--- config.mk ---
export PLATFORM = sky130hd
export DESIGN_NAME = host_adapter_setup_commands
export DESIGN_NICKNAME = d
export VERILOG_FILES = /design/src/logic/byte_slot.v /design/src/logic/host_adapter_setup_commands.v
export VERILOG_INCLUDE_DIRS = /design/src /design/src/common
export SDC_FILE = /design/constraint.sdc
export NUM_CORES = 1
export LEC_CHECK = 0
export BUFFER_PORTS_ARGS = -buffer_cell sky130_fd_sc_hd__buf_2
export CAP_MARGIN = 20
export CORE_MARGIN = 10
export CORE_UTILIZATION = 53
export DETAILED_ROUTE_END_ITERATION = 8
export PLACE_DENSITY = 0.8
export SLEW_MARGIN = 20
export SYNTH_ARGS = -nofsm -noshare
export SYNTH_HDL_FRONTEND = slang
export SYNTH_SLANG_ARGS = --single-unit
export TNS_END_PERCENT = 5
--- constraint.sdc ---
create_clock -name clk -period 2.5 [get_ports clk]
set_input_delay 0.125 -clock clk [delete_from_list [all_inputs] [get_ports clk]]
set_output_delay 0.125 -clock clk [all_outputs]
set_load 0.03 [all_outputs]
--- src/common/setup_cmd_map.vh ---
`ifndef SETUP_CMD_MAP_VH
`define SETUP_CMD_MAP_VH
// Wishbone register byte offsets
`define REG_CMD_OUT 4'h0
`define REG_DATA_IN 4'h4
`define REG_STATUS 4'h8
`define REG_FLAGS 4'hC
// Status register bit positions
`define ST_DATA_IN_FULL 2
`define ST_CMD_PORT_FULL 3
`define ST_IDLE 4
`define ST_INIT_REQ 5
// Flags register bit positions, write one to clear
`define FL_COMPLETE 0
`define FL_INVALID 1
// Opcodes
`define OP_NOP 8'h00
`define OP_MBX_SETUP 8'h01
`define OP_START_SCAN 8'h02
`define OP_FW_BOOT 8'h03
`define OP_INQUIRY 8'h04
`define OP_OUT_INT 8'h05
// Parameter values and sizes
`define OUT_INT_OFF 8'h00
`define OUT_INT_ON 8'h01
`define MBX_ENTRY_BYTES 11'h008
// Identity bytes, values arbitrary
`define BOARD_ID 8'h5A
`define OPTIONS_ID 8'h5B
`define FW_DIGIT1 8'h32
`define FW_DIGIT2 8'h37
`endif

--- src/logic/byte_slot.v ---
`timescale 1ns/100ps
`default_nettype none
// One-byte port holding register with full flag
module byte_slot
(
	input wire clk,
	input wire nrst,
	input wire load,
	input wire [7:0] loadData,
	input wire take,
	output reg [7:0] data_r,
	output reg full_r
);
	// Load wins over take so a fresh byte is never lost
	always @(posedge clk)
	begin
		if (!nrst)
		begin
			data_r <= 8'h00;
			full_r <= 1'b0;
		end
		else if (load)
		begin
			data_r <= loadData;
			full_r <= 1'b1;
		end
		else if (take)
			full_r <= 1'b0;
	end
endmodule // byte_slot
`default_nettype wire

--- src/logic/host_adapter_setup_commands.v ---
`timescale 1ns/100ps
`default_nettype none
`include "setup_cmd_map.vh"
module host_adapter_setup_commands
(
	input wire clk,
	input wire nrst,
	input wire wb_cyc_i,
	input wire wb_stb_i,
	input wire wb_we_i,
	input wire [3:0] wb_adr_i,
	input wire [3:0] wb_sel_i,
	input wire [31:0] wb_dat_i,
	output reg [31:0] wb_dat_o,
	output reg wb_ack_o,
	input wire scanDone,
	output reg scanActive_r,
	output reg [23:0] mbxBase_r,
	output reg [7:0] mbxCount_r,
	output reg [23:0] mbxInBase_r,
	output reg [10:0] mbxAreaBytes_r,
	output reg outIntEnable_r,
	output reg commandComplete_r,
	output reg invalidCommand_r,
	output reg initRequired_r
);
	localparam ST_OPCODE = 3'd0;
	localparam ST_PARAM = 3'd1;
	localparam ST_CHECK = 3'd2;
	localparam ST_REPLY = 3'd3;
	localparam ST_WAIT_READ = 3'd4;

	reg [2:0] state_r;
	reg [2:0] state_nxt;
	reg [7:0] opcode_r;
	reg [1:0] byteCnt_r;
	reg [7:0] pCount_r;
	reg [23:0] pAddr_r;
	reg mbxValid_r;
	wire [7:0] cmdByte;
	wire cmdFull;
	wire [7:0] replyByte;
	wire replyFull;
	reg cmdTake;
	reg replyLoad;
	reg [7:0] replyData;
	reg setComplete;
	reg setInvalid;
	reg setupOk;

	wire busReq = wb_cyc_i & wb_stb_i & ~wb_ack_o;
	wire wrLow = busReq & wb_we_i & wb_sel_i[0];
	wire cmdWrite = wrLow & (wb_adr_i == `REG_CMD_OUT) & ~cmdFull;
	wire replyRead = busReq & ~wb_we_i & (wb_adr_i == `REG_DATA_IN);
	wire flagWrite = wrLow & (wb_adr_i == `REG_FLAGS);
	wire idle = (state_r == ST_OPCODE) & ~cmdFull;

	// Command/data-out port; a write while full is dropped
	byte_slot cmdSlot
	(
		.clk(clk),
		.nrst(nrst),
		.load(cmdWrite),
		.loadData(wb_dat_i[7:0]),
		.take(cmdTake),
		.data_r(cmdByte),
		.full_r(cmdFull)
	);

	byte_slot replySlot
	(
		.clk(clk),
		.nrst(nrst),
		.load(replyLoad),
		.loadData(replyData),
		.take(replyRead),
		.data_r(replyByte),
		.full_r(replyFull)
	);

	// Inquiry reply byte selection
	always @*
	begin
		case (byteCnt_r)
			2'd0: replyData = `BOARD_ID;
			2'd1: replyData = `OPTIONS_ID;
			2'd2: replyData = `FW_DIGIT1;
			default: replyData = `FW_DIGIT2;
		endcase
	end

	// Command sequencer
	always @*
	begin
		state_nxt = state_r;
		cmdTake = 1'b0;
		replyLoad = 1'b0;
		setComplete = 1'b0;
		setInvalid = 1'b0;
		setupOk = 1'b0;
		case (state_r)
			ST_OPCODE:
			begin
				if (cmdFull)
				begin
					cmdTake = 1'b1;
					case (cmdByte)
						`OP_MBX_SETUP, `OP_OUT_INT: state_nxt = ST_PARAM;
						`OP_INQUIRY: state_nxt = ST_REPLY;
						`OP_START_SCAN:
						begin
							if (!mbxValid_r)
							begin
								setInvalid = 1'b1;
								setComplete = 1'b1;
							end
						end
						`OP_FW_BOOT:
						begin
							setInvalid = 1'b1;
							setComplete = 1'b1;
						end
						`OP_NOP: setComplete = 1'b1;
						default:
						begin
							setInvalid = 1'b1;
							setComplete = 1'b1;
						end
					endcase
				end
			end
			ST_PARAM:
			begin
				if (cmdFull)
				begin
					cmdTake = 1'b1;
					if (opcode_r == `OP_OUT_INT || byteCnt_r == 2'd3)
						state_nxt = ST_CHECK;
				end
			end
			ST_CHECK:
			begin
				state_nxt = ST_OPCODE;
				if (opcode_r == `OP_OUT_INT)
				begin
					if (pCount_r != `OUT_INT_OFF && pCount_r != `OUT_INT_ON)
					begin
						setInvalid = 1'b1;
						setComplete = 1'b1;
					end
				end
				else if (pCount_r == 8'h00)
				begin
					setInvalid = 1'b1;
					setComplete = 1'b1;
				end
				else
				begin
					setupOk = 1'b1;
					setComplete = 1'b1;
				end
			end
			ST_REPLY:
			begin
				if (!replyFull)
				begin
					replyLoad = 1'b1;
					state_nxt = ST_WAIT_READ;
				end
			end
			ST_WAIT_READ:
			begin
				if (!replyFull)
				begin
					if (byteCnt_r == 2'd3)
					begin
						setComplete = 1'b1;
						state_nxt = ST_OPCODE;
					end
					else
						state_nxt = ST_REPLY;
				end
			end
			default: state_nxt = ST_OPCODE;
		endcase
	end

	// State, parameter capture and configuration
	always @(posedge clk)
	begin
		if (!nrst)
		begin
			state_r <= ST_OPCODE;
			opcode_r <= 8'h00;
			byteCnt_r <= 2'd0;
			pCount_r <= 8'h00;
			pAddr_r <= 24'h00_0000;
			mbxValid_r <= 1'b0;
			mbxBase_r <= 24'h00_0000;
			mbxCount_r <= 8'h00;
			mbxInBase_r <= 24'h00_0000;
			mbxAreaBytes_r <= 11'h000;
			outIntEnable_r <= 1'b0;
			initRequired_r <= 1'b1;
			scanActive_r <= 1'b0;
		end
		else
		begin
			state_r <= state_nxt;
			if (state_r == ST_OPCODE && cmdTake)
			begin
				opcode_r <= cmdByte;
				byteCnt_r <= 2'd0;
			end
			// count first, then address high to low
			if (state_r == ST_PARAM && cmdTake)
			begin
				if (byteCnt_r == 2'd0)
					pCount_r <= cmdByte;
				else
					pAddr_r <= {pAddr_r[15:0], cmdByte};
				byteCnt_r <= byteCnt_r + 2'd1;
			end
			if (state_r == ST_WAIT_READ && !replyFull)
				byteCnt_r <= byteCnt_r + 2'd1;
			if (state_r == ST_CHECK && opcode_r == `OP_OUT_INT &&
				(pCount_r == `OUT_INT_OFF || pCount_r == `OUT_INT_ON))
				outIntEnable_r <= pCount_r[0];
			// only a good setup touches the mailbox configuration
			if (setupOk)
			begin
				mbxValid_r <= 1'b1;
				mbxBase_r <= pAddr_r;
				mbxCount_r <= pCount_r;
				// in entries follow count out entries
				mbxInBase_r <= pAddr_r + {13'h0000, pCount_r, 3'b000} / 24'd2;
				mbxAreaBytes_r <= {3'b000, pCount_r} * `MBX_ENTRY_BYTES;
				initRequired_r <= 1'b0;
			end
			// scan runs until the scan engine raises scanDone
			if (state_r == ST_OPCODE && cmdTake && cmdByte == `OP_START_SCAN && mbxValid_r)
				scanActive_r <= 1'b1;
			else if (scanDone)
				scanActive_r <= 1'b0;
		end
	end

	// Sticky flags: hardware set wins over software clear
	always @(posedge clk)
	begin
		if (!nrst)
		begin
			commandComplete_r <= 1'b0;
			invalidCommand_r <= 1'b0;
		end
		else
		begin
			if (setComplete)
				commandComplete_r <= 1'b1;
			else if (flagWrite && wb_dat_i[`FL_COMPLETE])
				commandComplete_r <= 1'b0;
			if (setInvalid)
				invalidCommand_r <= 1'b1;
			else if (flagWrite && wb_dat_i[`FL_INVALID])
				invalidCommand_r <= 1'b0;
		end
	end

	// Wishbone slave, one wait state, unmapped reads zero
	always @(posedge clk)
	begin
		if (!nrst)
		begin
			wb_ack_o <= 1'b0;
			wb_dat_o <= 32'h0000_0000;
		end
		else
		begin
			wb_ack_o <= busReq;
			wb_dat_o <= 32'h0000_0000;
			if (busReq && !wb_we_i)
			begin
				case (wb_adr_i)
					`REG_DATA_IN: wb_dat_o <= {24'h00_0000, replyByte};
					`REG_STATUS: wb_dat_o <= {26'h000_0000, initRequired_r, idle, cmdFull, replyFull, 2'b00};
					`REG_FLAGS: wb_dat_o <= {30'h0000_0000, invalidCommand_r, commandComplete_r};
					default: wb_dat_o <= 32'h0000_0000;
				endcase
			end
		end
	end
endmodule // host_adapter_setup_commands
`default_nettype wire

# --- Word-level counts from Yosys, hierarchy flattened ---
# Cells that the tools add are included.
totals:
  reg_bits: 158
  input_bits: 46
  elab_cells: 137
op_classes:
  n_addsub: 2
  eq_ne: 23
  mux: 43
  bitwise_logic: 14
  reduce_logical: 35
op_table:
  columns: ["operator", "n"]
  rows:
  - ["1-bit two-way mux", 26]
  - ["24-bit by 10-bit adder with 24-bit output", 1]
  - ["8-bit by 3-bit == test with 1-bit output, second input constant", 3]
  - ["8-bit case mux with 3 select lines", 1]
  - ["7-bit case mux with 3 select lines", 1]
  - ["8-bit by 1-bit == test with 1-bit output, second input constant", 2]
  - ["8-bit logical NOT", 2]
  - ["3-bit two-way mux", 5]
  - ["3-bit case mux with 4 select lines", 1]
  - ["1-bit logical AND", 11]
  - ["1-bit AND", 10]
  - ["2-bit nonzero test", 5]
  - ["4-bit == test, second input constant", 2]
  - ["8-bit by 2-bit == test with 1-bit output, second input constant", 1]
  - ["2-bit two-way mux", 4]
  - ["8-bit by 1-bit inequality test with 1-bit output, second input constant", 1]
  - ["8-bit nonzero test", 1]
  - ["3-bit by 2-bit == test with 1-bit output, second input constant", 2]
  - ["2-bit inequality test, second input constant", 3]
  - ["1-bit case mux with 2 select lines", 3]
  - ["3-bit case mux with 2 select lines", 1]
  - ["2-bit AND reduction", 3]
  - ["6-bit AND reduction", 1]
  - ["2-bit == test, second input constant", 2]
  - ["18 further kinds", 25]

# --- Logic depth before layout (Yosys ltp) ---
# Gate-level depths: netlist (run 1).
depth:
  word_depth: 8
  depth_mapped: 7

# --- Cells and area by module ---
# Synthesis (run 1) repeated with hierarchy kept, for this count alone.
unflattened:
  cells_unflattened: 738
  hier_area_um2: 6279.8
by_module_without_submodules:
  columns: ["module", "instances", "cells_each", "area_each_um2", "seq_area_each_um2"]
  rows:
  - ["host_adapter_setup_commands", 1, 682, 5609.1, 2282.2]
  - ["byte_slot", 2, 28, 335.3, 180.2]

# --- Worst setup path after synthesis (run 1) ---
# OpenSTA, ideal clock, no wires.
synth_path:
  kind: "register -> register"
  start: "register pCount_r[0]"
  end: "register mbxInBase_r[22]"
  arrival_time_ns: 1.923
  setup_slack_ns: 0.499
  path_stages_with_launch: 8
  path_buffers: 0
  period_less_slack_ns: 2.001
  cell_sequence: "dfxtp_1 -> ha_1 -> fa_1 -> a211oi_1 -> o21a_1 -> a21oi_1 -> and4_1 -> nor3_1"
synth_between:
  elab_chain_cells: 4
  word_cells_on_any_way: 5
  cone_classes: "add/sub (1); mux (3); reduce/logical (1)"
synth_rtl:
  columns: ["element", "line_no", "source"]
  rows:
  - ["start: declaration", "host_adapter_setup_commands.v:37", "reg [7:0] pCount_r;"]
  - ["start signal: assignment", "host_adapter_setup_commands.v:219", "pCount_r <= cmdByte;"]
  - ["branches (longest 4 deep; another with 24-bit by 10-bit adder with 24-bit output)", null, null]
  - ["end signal: assignment", "host_adapter_setup_commands.v:236", "mbxInBase_r <= pAddr_r + {13'h0000, pCount_r, 3'b000} / 24'd2;"]
  - ["end: declaration", "host_adapter_setup_commands.v:20", "output reg [23:0] mbxInBase_r,"]
# Parallel ways; which one is timed is not known.
# A chain may end at the register's enable or synchronous reset.

# --- Final worst setup path (run 1) ---
layout_path:
  start: "register wb_ack_o"
  end: "register wb_dat_o[1]"
layout_between:
  elab_chain_cells: 4
layout_rtl:
  columns: ["element", "line_no", "source"]
  rows:
  - ["start: declaration", "host_adapter_setup_commands.v:15", "output reg wb_ack_o,"]
  - ["start signal: assignment", "host_adapter_setup_commands.v:279", "wb_ack_o <= busReq;"]
  - ["1-bit NOT", "host_adapter_setup_commands.v:51", "wire busReq = wb_cyc_i & wb_stb_i & ~wb_ack_o;"]
  - ["1-bit AND", "host_adapter_setup_commands.v:51", null]
  - ["1-bit logical AND", "host_adapter_setup_commands.v:281", "if (busReq && !wb_we_i)"]
  - ["2-bit AND reduction (no source line)", null, null]
  - ["end signal: assignment", "host_adapter_setup_commands.v:284", "`REG_DATA_IN: wb_dat_o <= {24'h00_0000, replyByte};"]
  - ["end signal: assignment", "host_adapter_setup_commands.v:285", "`REG_STATUS: wb_dat_o <= {26'h000_0000, initRequired_r, idle, cmdFull, replyFull, 2'b00};"]
  - ["end signal: assignment", "host_adapter_setup_commands.v:286", "`REG_FLAGS: wb_dat_o <= {30'h0000_0000, invalidCommand_r, commandComplete_r};"]
  - ["end: declaration", "host_adapter_setup_commands.v:14", "output reg [31:0] wb_dat_o,"]
# Every way passes these cells.

==> results of run 1 <==
-- per-stage QoR --
step / total power (W) / utilization / hold slack, ns / cell area, um2 / worst slack (ns)
floorplan: 0.00221 / - / 0.266 / 5770 / 0.499
global placement: 0.00221 / 0.585 / 0.357 / 6070 / 0.327
detailed placement: 0.00221 / 0.585 / 0.363 / 6070 / 0.308
CTS: 0.00469 / 0.659 / 0.00656 / 6830 / 0.221
global route: 0.00480 / 0.659 / 0.0353 / 6830 / 0.0869
finish: 0.00467 / 0.659 / 0.00364 / 6830 / 0.217
-- worst max-delay path, cell delays in order (launching register included) --
cell and delay, ns:
dfxtp_1 0.30, nand3b_4 0.15, nor4_1 0.40, nand3_1 0.12
dlygate4sd3_1 0.59, nor2_1 0.12, dlygate4sd3_1 0.55
-- final cells by class --
type | count | area [um2]
multi-input cells | 514 | 2730
repair buffers | 122 | 743
flip-flops and latches | 128 | 2560
clock inverters | 13 | 161
inverters | 7 | 26.3
fillers | 865 | 3540
clock buffers | 19 | 442
well taps | 136 | 170
-- worst paths after layout --
path / end / start / slack, ns / depth (start not counted)
setup / recovery: wb_dat_o[1] / wb_ack_o / 0.22 / 6
hold / removal: wb_dat_o[6] / wb_we_i / 0.004 / 4
setup reg to reg: wb_dat_o[1] / wb_ack_o / 0.22 / 6
hold reg to reg: mbxBase_r[23] / mbxBase_r[23] / 0.45 / 2
-- power groups by stage --
stage	Sequential, W	Clock (W)	Combinational [W]
6_report	0.00204	0.00249	0.000144
5_1_grt	0.00204	0.00260	0.000155
4_1_cts	0.00204	0.00251	0.000141
3_5_place_dp	0.00209	0	0.000124
3_3_place_gp	0.00209	0	0.000122
2_1_floorplan	0.00209	0	0.000127
-- placed cells by master, fill, tap and decap left out, drive strengths merged, types with 4 or more instances in the layout --
master and count:
clkinv 5, a21oi 105, o21ai 27, nand2 169, ha 13, a211oi 10, buf 106, or3 4
inv 8, o211ai 9, conb 28, xor2 7, nor2b 4, nor3 7, dfxtp 128, clkbuf 19
clkinvlp 4, xnor2 9, mux2i 13, dlygate4sd3 16, and3 4, nor2 41, nand3 19
-- flip-flops by register name (all words and copies together) (netlist names), 2 cells and up --
register,count
mbxBase_r,24
mbxInBase_r,22
state_r,3
pCount_r,8
pAddr_r,24
wb_dat_o,7
cmdSlot.data_r,8
byteCnt_r,2
replySlot.data_r,5
mbxAreaBytes_r,8
opcode_r,8
-- kinds of logic after synthesis --
family	share of synthesized area
AOI/OAI and AO/OA	0.170
and+or+nand+nor	0.209
adders and majority gates	0.0322
other	0.000661
buffers and inverters	0.0869
DFF	0.452
muxes	0.0249
xor gates and xnor gates	0.0247
-- per-layer routing --
metal | track usage | vias up
li1 | - | 2498
met1 | 0.249 | 2386
met2 | 0.314 | 217
met3 | 0.0570 | 32
met4 | 0.0662 | 0
met5 | 0 | -
==> run_results.csv, run 1 <==
group,metric,value,unit
synthesis,async_flop_share,0,
critical_path,worst_setup_path_start_kind,"register",
clocking,post_cts_buffers,0,
route,met3_length,1.56,mm
timing,finClkSkew,0.00873,ns
pwr,p_per_area,684,mW/mm2
floorplanning,ioPinCount,151,
hold_path,hp-class,"primary input to register",
timing,rsz0062_at_grt,"false",
global_route,grt_max_degree,53,
run,maxCapViolations,0,
floorplanning,initial_utilization,0.547,
clocking,cts_hold_buf,16,
outcome,status,"complete, no violations",
floorplanning,die_y,123,um
timing,hold_viol,0,
global_route,overflow,0,
timing,max_freq,0.438,GHz
synthesis,synthTopCellsByArea,"dfxtp_1 (45%), nand2_1 (11%), a21oi_1 (9.3%), buf_4 (5.0%), ha_1 (2.9%)",
critical_path,arrival,2.75,ns
floorplanning,rows,37,
timing,drv_slew,0,
place,place_hpwl,10.6,mm
synthesis,synth_warnings,0,
synthesis,synth_edf_count,0,
clocking,cts_sinks,128,
global_route,grt_pass1_wl,24.3,mm
critical_path,end_kind,"register",
clocking,ctsResizeCount,0,
route,routedWlPerCell,16.0,um
route,drc,0,
floorplanning,dieArea,0.0152,mm2
final_layout,final_layout_size_suffix_gt1_frac,0.186,
critical_path,cp_max_fo,3,
route,dr.first_iter.drc_count,539,
final_layout,antennaDiodeCount,0,
pwr,swShare,0.219,
clocking,cts-root-buf,"clkbuf_8",
timing,period_needed,2.28,ns
place,dp_cells,891,
global_route,grt_pass1_vias,5034,
synthesis,syn_area,0.00567,mm2
synthesis,synthCells,702,
final_layout,area_growth,20.4,%
route,antenna_left,0,
pwr,p_int,0.00365,W
synthesis,yosysTopAreaCellShare,0.452,
timing,setup_violations,0,
route,via_per_inst,5.47,
route,drt_wl_total,15.0,mm
place,place.gp.congestion,0.921,
timing,relSlewSlack,0.586,
synthesis,ys_top_cells_by_count,"nand2_1 (169), dfxtp_1 (128), a21oi_1 (105)",
route,wl_met2,6.84,mm
synthesis,ys_types,54,
synthesis,synth_top_area_cell,"dfxtp_1",
synthesis,seq_area_frac_synth,0.452,
final_layout,fin_cells,939,
pwr,power_frac_seq,0.437,
place,numPortBuffers,95,
pwr,p_comb_frac,0.031,
timing,period_share,0.913,
route,firstDrtPassIters,6,
clocking,clk_latency,0.53,ns
final_layout,fin_nets,850,
critical_path,crit_required,2.97,ns
floorplanning,core_region_area,0.0104,mm2
synthesis,avgSynthCellArea,8.08,um2
synthesis,synth_flop_cell,"dfxtp_1",
floorplanning,die_x,123,um
clocking,clk_pin_slew,0.06,ns
clocking,tritoncts,"yes",
clocking,cts_buffer_depth,2,
timing,tns,0,ns
pwr,p_leak,2.79,nW
pwr,clkPwrFrac,0.532,
clocking,cts_buffers,17,
route,met1_length,6.41,mm
synthesis,synth_seq_cells,128,
synthesis,synth_most_common_cell,"nand2_1",
global_route,antenna_found_initial,0,
pwr,peakVddDrop,423,uV
clocking,htreeDepth,4,
timing,worstMarginPinSlew,0.613,ns
route,topRoutingLayerUsed,"met4",
route,vias,5133,
global_route,track_usage,0.197,
pwr,p_sw,0.00102,W
critical_path,crit_type,"register to register",
(Power assumes the default switching activity.)
==> run 2, diff against run 1 <==
CORE_ASPECT_RATIO = 1.1   (was not set)
==> run_results.csv, run 2 (synthesis results as in run 1) <==
group,metric,value,unit
place,numPortBuffers,95,
route,drt_wl_total,14.4,mm
timing,drv_slew,0,
final_layout,layout_common_cells,"nand2_1 (169), dfxtp_1 (128), a21oi_1 (105)",
global_route,grt_pass1_wl,23.3,mm
global_route,grt_pass1_vias,4845,
floorplanning,die_y,129,um
final_layout,reg_top3,"mbxBase_r (24), pAddr_r (24), mbxInBase_r (22)",
timing,relSlewSlack,0.571,
critical_path,r2r_end,"mbxInBase_r[22]",
final_layout,fin_nets,843,
route,via_per_inst,5.41,
clocking,clk_pin_slew,0.05,ns
timing,max_freq,0.450,GHz
final_layout,final_core_util,0.650,
place,place_hpwl,10.4,mm
final_layout,antennaDiodeCount,0,
timing,rsz0062_at_grt,"false",
floorplanning,ioPinCount,151,
floorplanning,die_x,119,um
critical_path,regToRegSetupSlack,0.28,ns
critical_path,arrival,2.55,ns
hold_path,holdPathStages,3,
timing,worstMarginPinSlew,0.637,ns
route,vias,5077,
clocking,cts_buffers,17,
pwr,p_leak,2.78,nW
timing,period_share,0.889,
timing,whs,0.0135,ns
floorplanning,rows,39,
timing,tns,0,ns
global_route,grt_max_degree,82,
clocking,tritoncts,"yes",
run,maxCapViolations,0,
clocking,clk_latency,0.41,ns
clocking,cts-root-buf,"clkbuf_16",
route,firstDrtPassIters,7,
critical_path,worst_setup_path_start_kind,"register",
critical_path,timing.rr.start,"pCount_r[0]",
timing,setup_violations,0,
floorplanning,initial_utilization,0.543,
pwr,p_per_area,690,mW/mm2
global_route,antenna_found_initial,0,
place,place.gp.congestion,0.933,
route,antenna_left,0,
timing,period_needed,2.22,ns
clocking,post_cts_buffers,0,
hold_path,hp-class,"primary input to register",
hold_path,hold_start,"wb_dat_i[0]",
timing,hold_viol,0,
route,dr.first_iter.drc_count,414,
clocking,htreeDepth,4,
pwr,peakVddDrop,375,uV
floorplanning,core_region_area,0.0104,mm2
timing,finClkSkew,0.00564,ns
global_route,overflow,0,
clocking,cts_sinks,128,
hold_path,hold_path_end,"cmdSlot.data_r[0]",
floorplanning,dieArea,0.0152,mm2
route,routedWlPerCell,15.3,um
final_layout,layout_commonest_cell,"nand2_1",
final_layout,final_layout_size_suffix_gt1_frac,0.183,
global_route,track_usage,0.183,
critical_path,crit_type,"register to register",
final_layout,area_growth,19.6,%
pwr,total_power,0.00469,W
clocking,cts_buffer_depth,2,
place,dpl_worst_slack,0.257,ns
critical_path,end_kind,"register",
timing,setup_slack,0.277,ns
critical_path,r2r_cells,7,
critical_path,cp_max_fo,7,
outcome,status,"complete, no violations",
critical_path,crit_required,2.83,ns
route,drc,0,
[run 2: cell count changes in the layout (fill, tap and decap cells not counted)]
cell / before / now
clkinv_4: 2 / 1
clkbuf_1: 0 / 3
buf_12: 2 / 3
bufinv_16: 3 / 4
clkinv_2: 3 / 6
clkinvlp_4: 4 / 1
dlygate4sd3_1: 16 / 10
clkbuf_8: 3 / 0
o21a_2: 0 / 1
clkbuf_16: 16 / 17
buf_4: 9 / 7
o21a_1: 3 / 2
inv_6: 1 / 0
[run 2: per-layer routing]
| layer | global-route usage | share of wire | up-vias |
|---|---|---|---|
| met3 | 0.0516 | 0.058 | 34 |
| met2 | 0.333 | 0.53 | 160 |
| met1 | 0.196 | 0.39 | 2397 |
| li1 | - | - | 2486 |
| met4 | 0.0791 | 0.023 | 0 |
| met5 | 0 | 0 | - |
[run 2: power by group]
group | total, W | switching [W] | internal, W | leakage [nW]
sequential | 0.00204 | 0.000000831 | 0.00204 | 1.03
combinational | 0.000137 | 0.000106 | 0.0000310 | 1.45
clock | 0.00251 | 0.000850 | 0.00166 | 0.297
total | 0.00469 | 0.000956 | 0.00373 | 2.78
[run 2: worst max-delay path, stage by stage (launching register included)]
cell and delay (ns):
dfxtp_1 0.35, ha_1 0.26, fa_1 0.43, a211oi_1 0.32, o21a_2 0.27, a21oi_1 0.13
and4_1 0.20, nor3_1 0.17
[run 2: cell type report]
cell class / instances / area (um2)
clock inverter: 12 / 166
sequential: 128 / 2560
clock buffer: 20 / 437
inverter: 7 / 26.3
tap: 143 / 179
timing repair buffer: 115 / 688
fill: 906 / 3660
multi-input combinational: 514 / 2730
[run 2: worst max path at each step]
stage                           start              end  depth (start not counted)
after detailed placement  pCount_r[0]  mbxInBase_r[22]                          7
final                     pCount_r[0]  mbxInBase_r[22]                          7
after global placement    pCount_r[0]  mbxInBase_r[22]                          7
after global routing      pCount_r[0]  mbxInBase_r[22]                          7
after CTS                 pCount_r[0]  mbxInBase_r[22]                          7
after floorplan           pCount_r[0]  mbxInBase_r[22]                          7
[run 2: stage by stage]
stage               std cells  instance area [um2]
finish                    939                 6790
global route              939                 6790
CTS                       939                 6790
detailed placement        897                 6080
global placement          897                 6080
floorplan                 729                 5770
[run 2: repair_timing]
action                                  4_1_cts  5_1_grt
endpoints found under the hold margin         9        0
endpoints found under the setup margin        0        1
gates resized for setup                       0        1
hold buffers                                 10        0
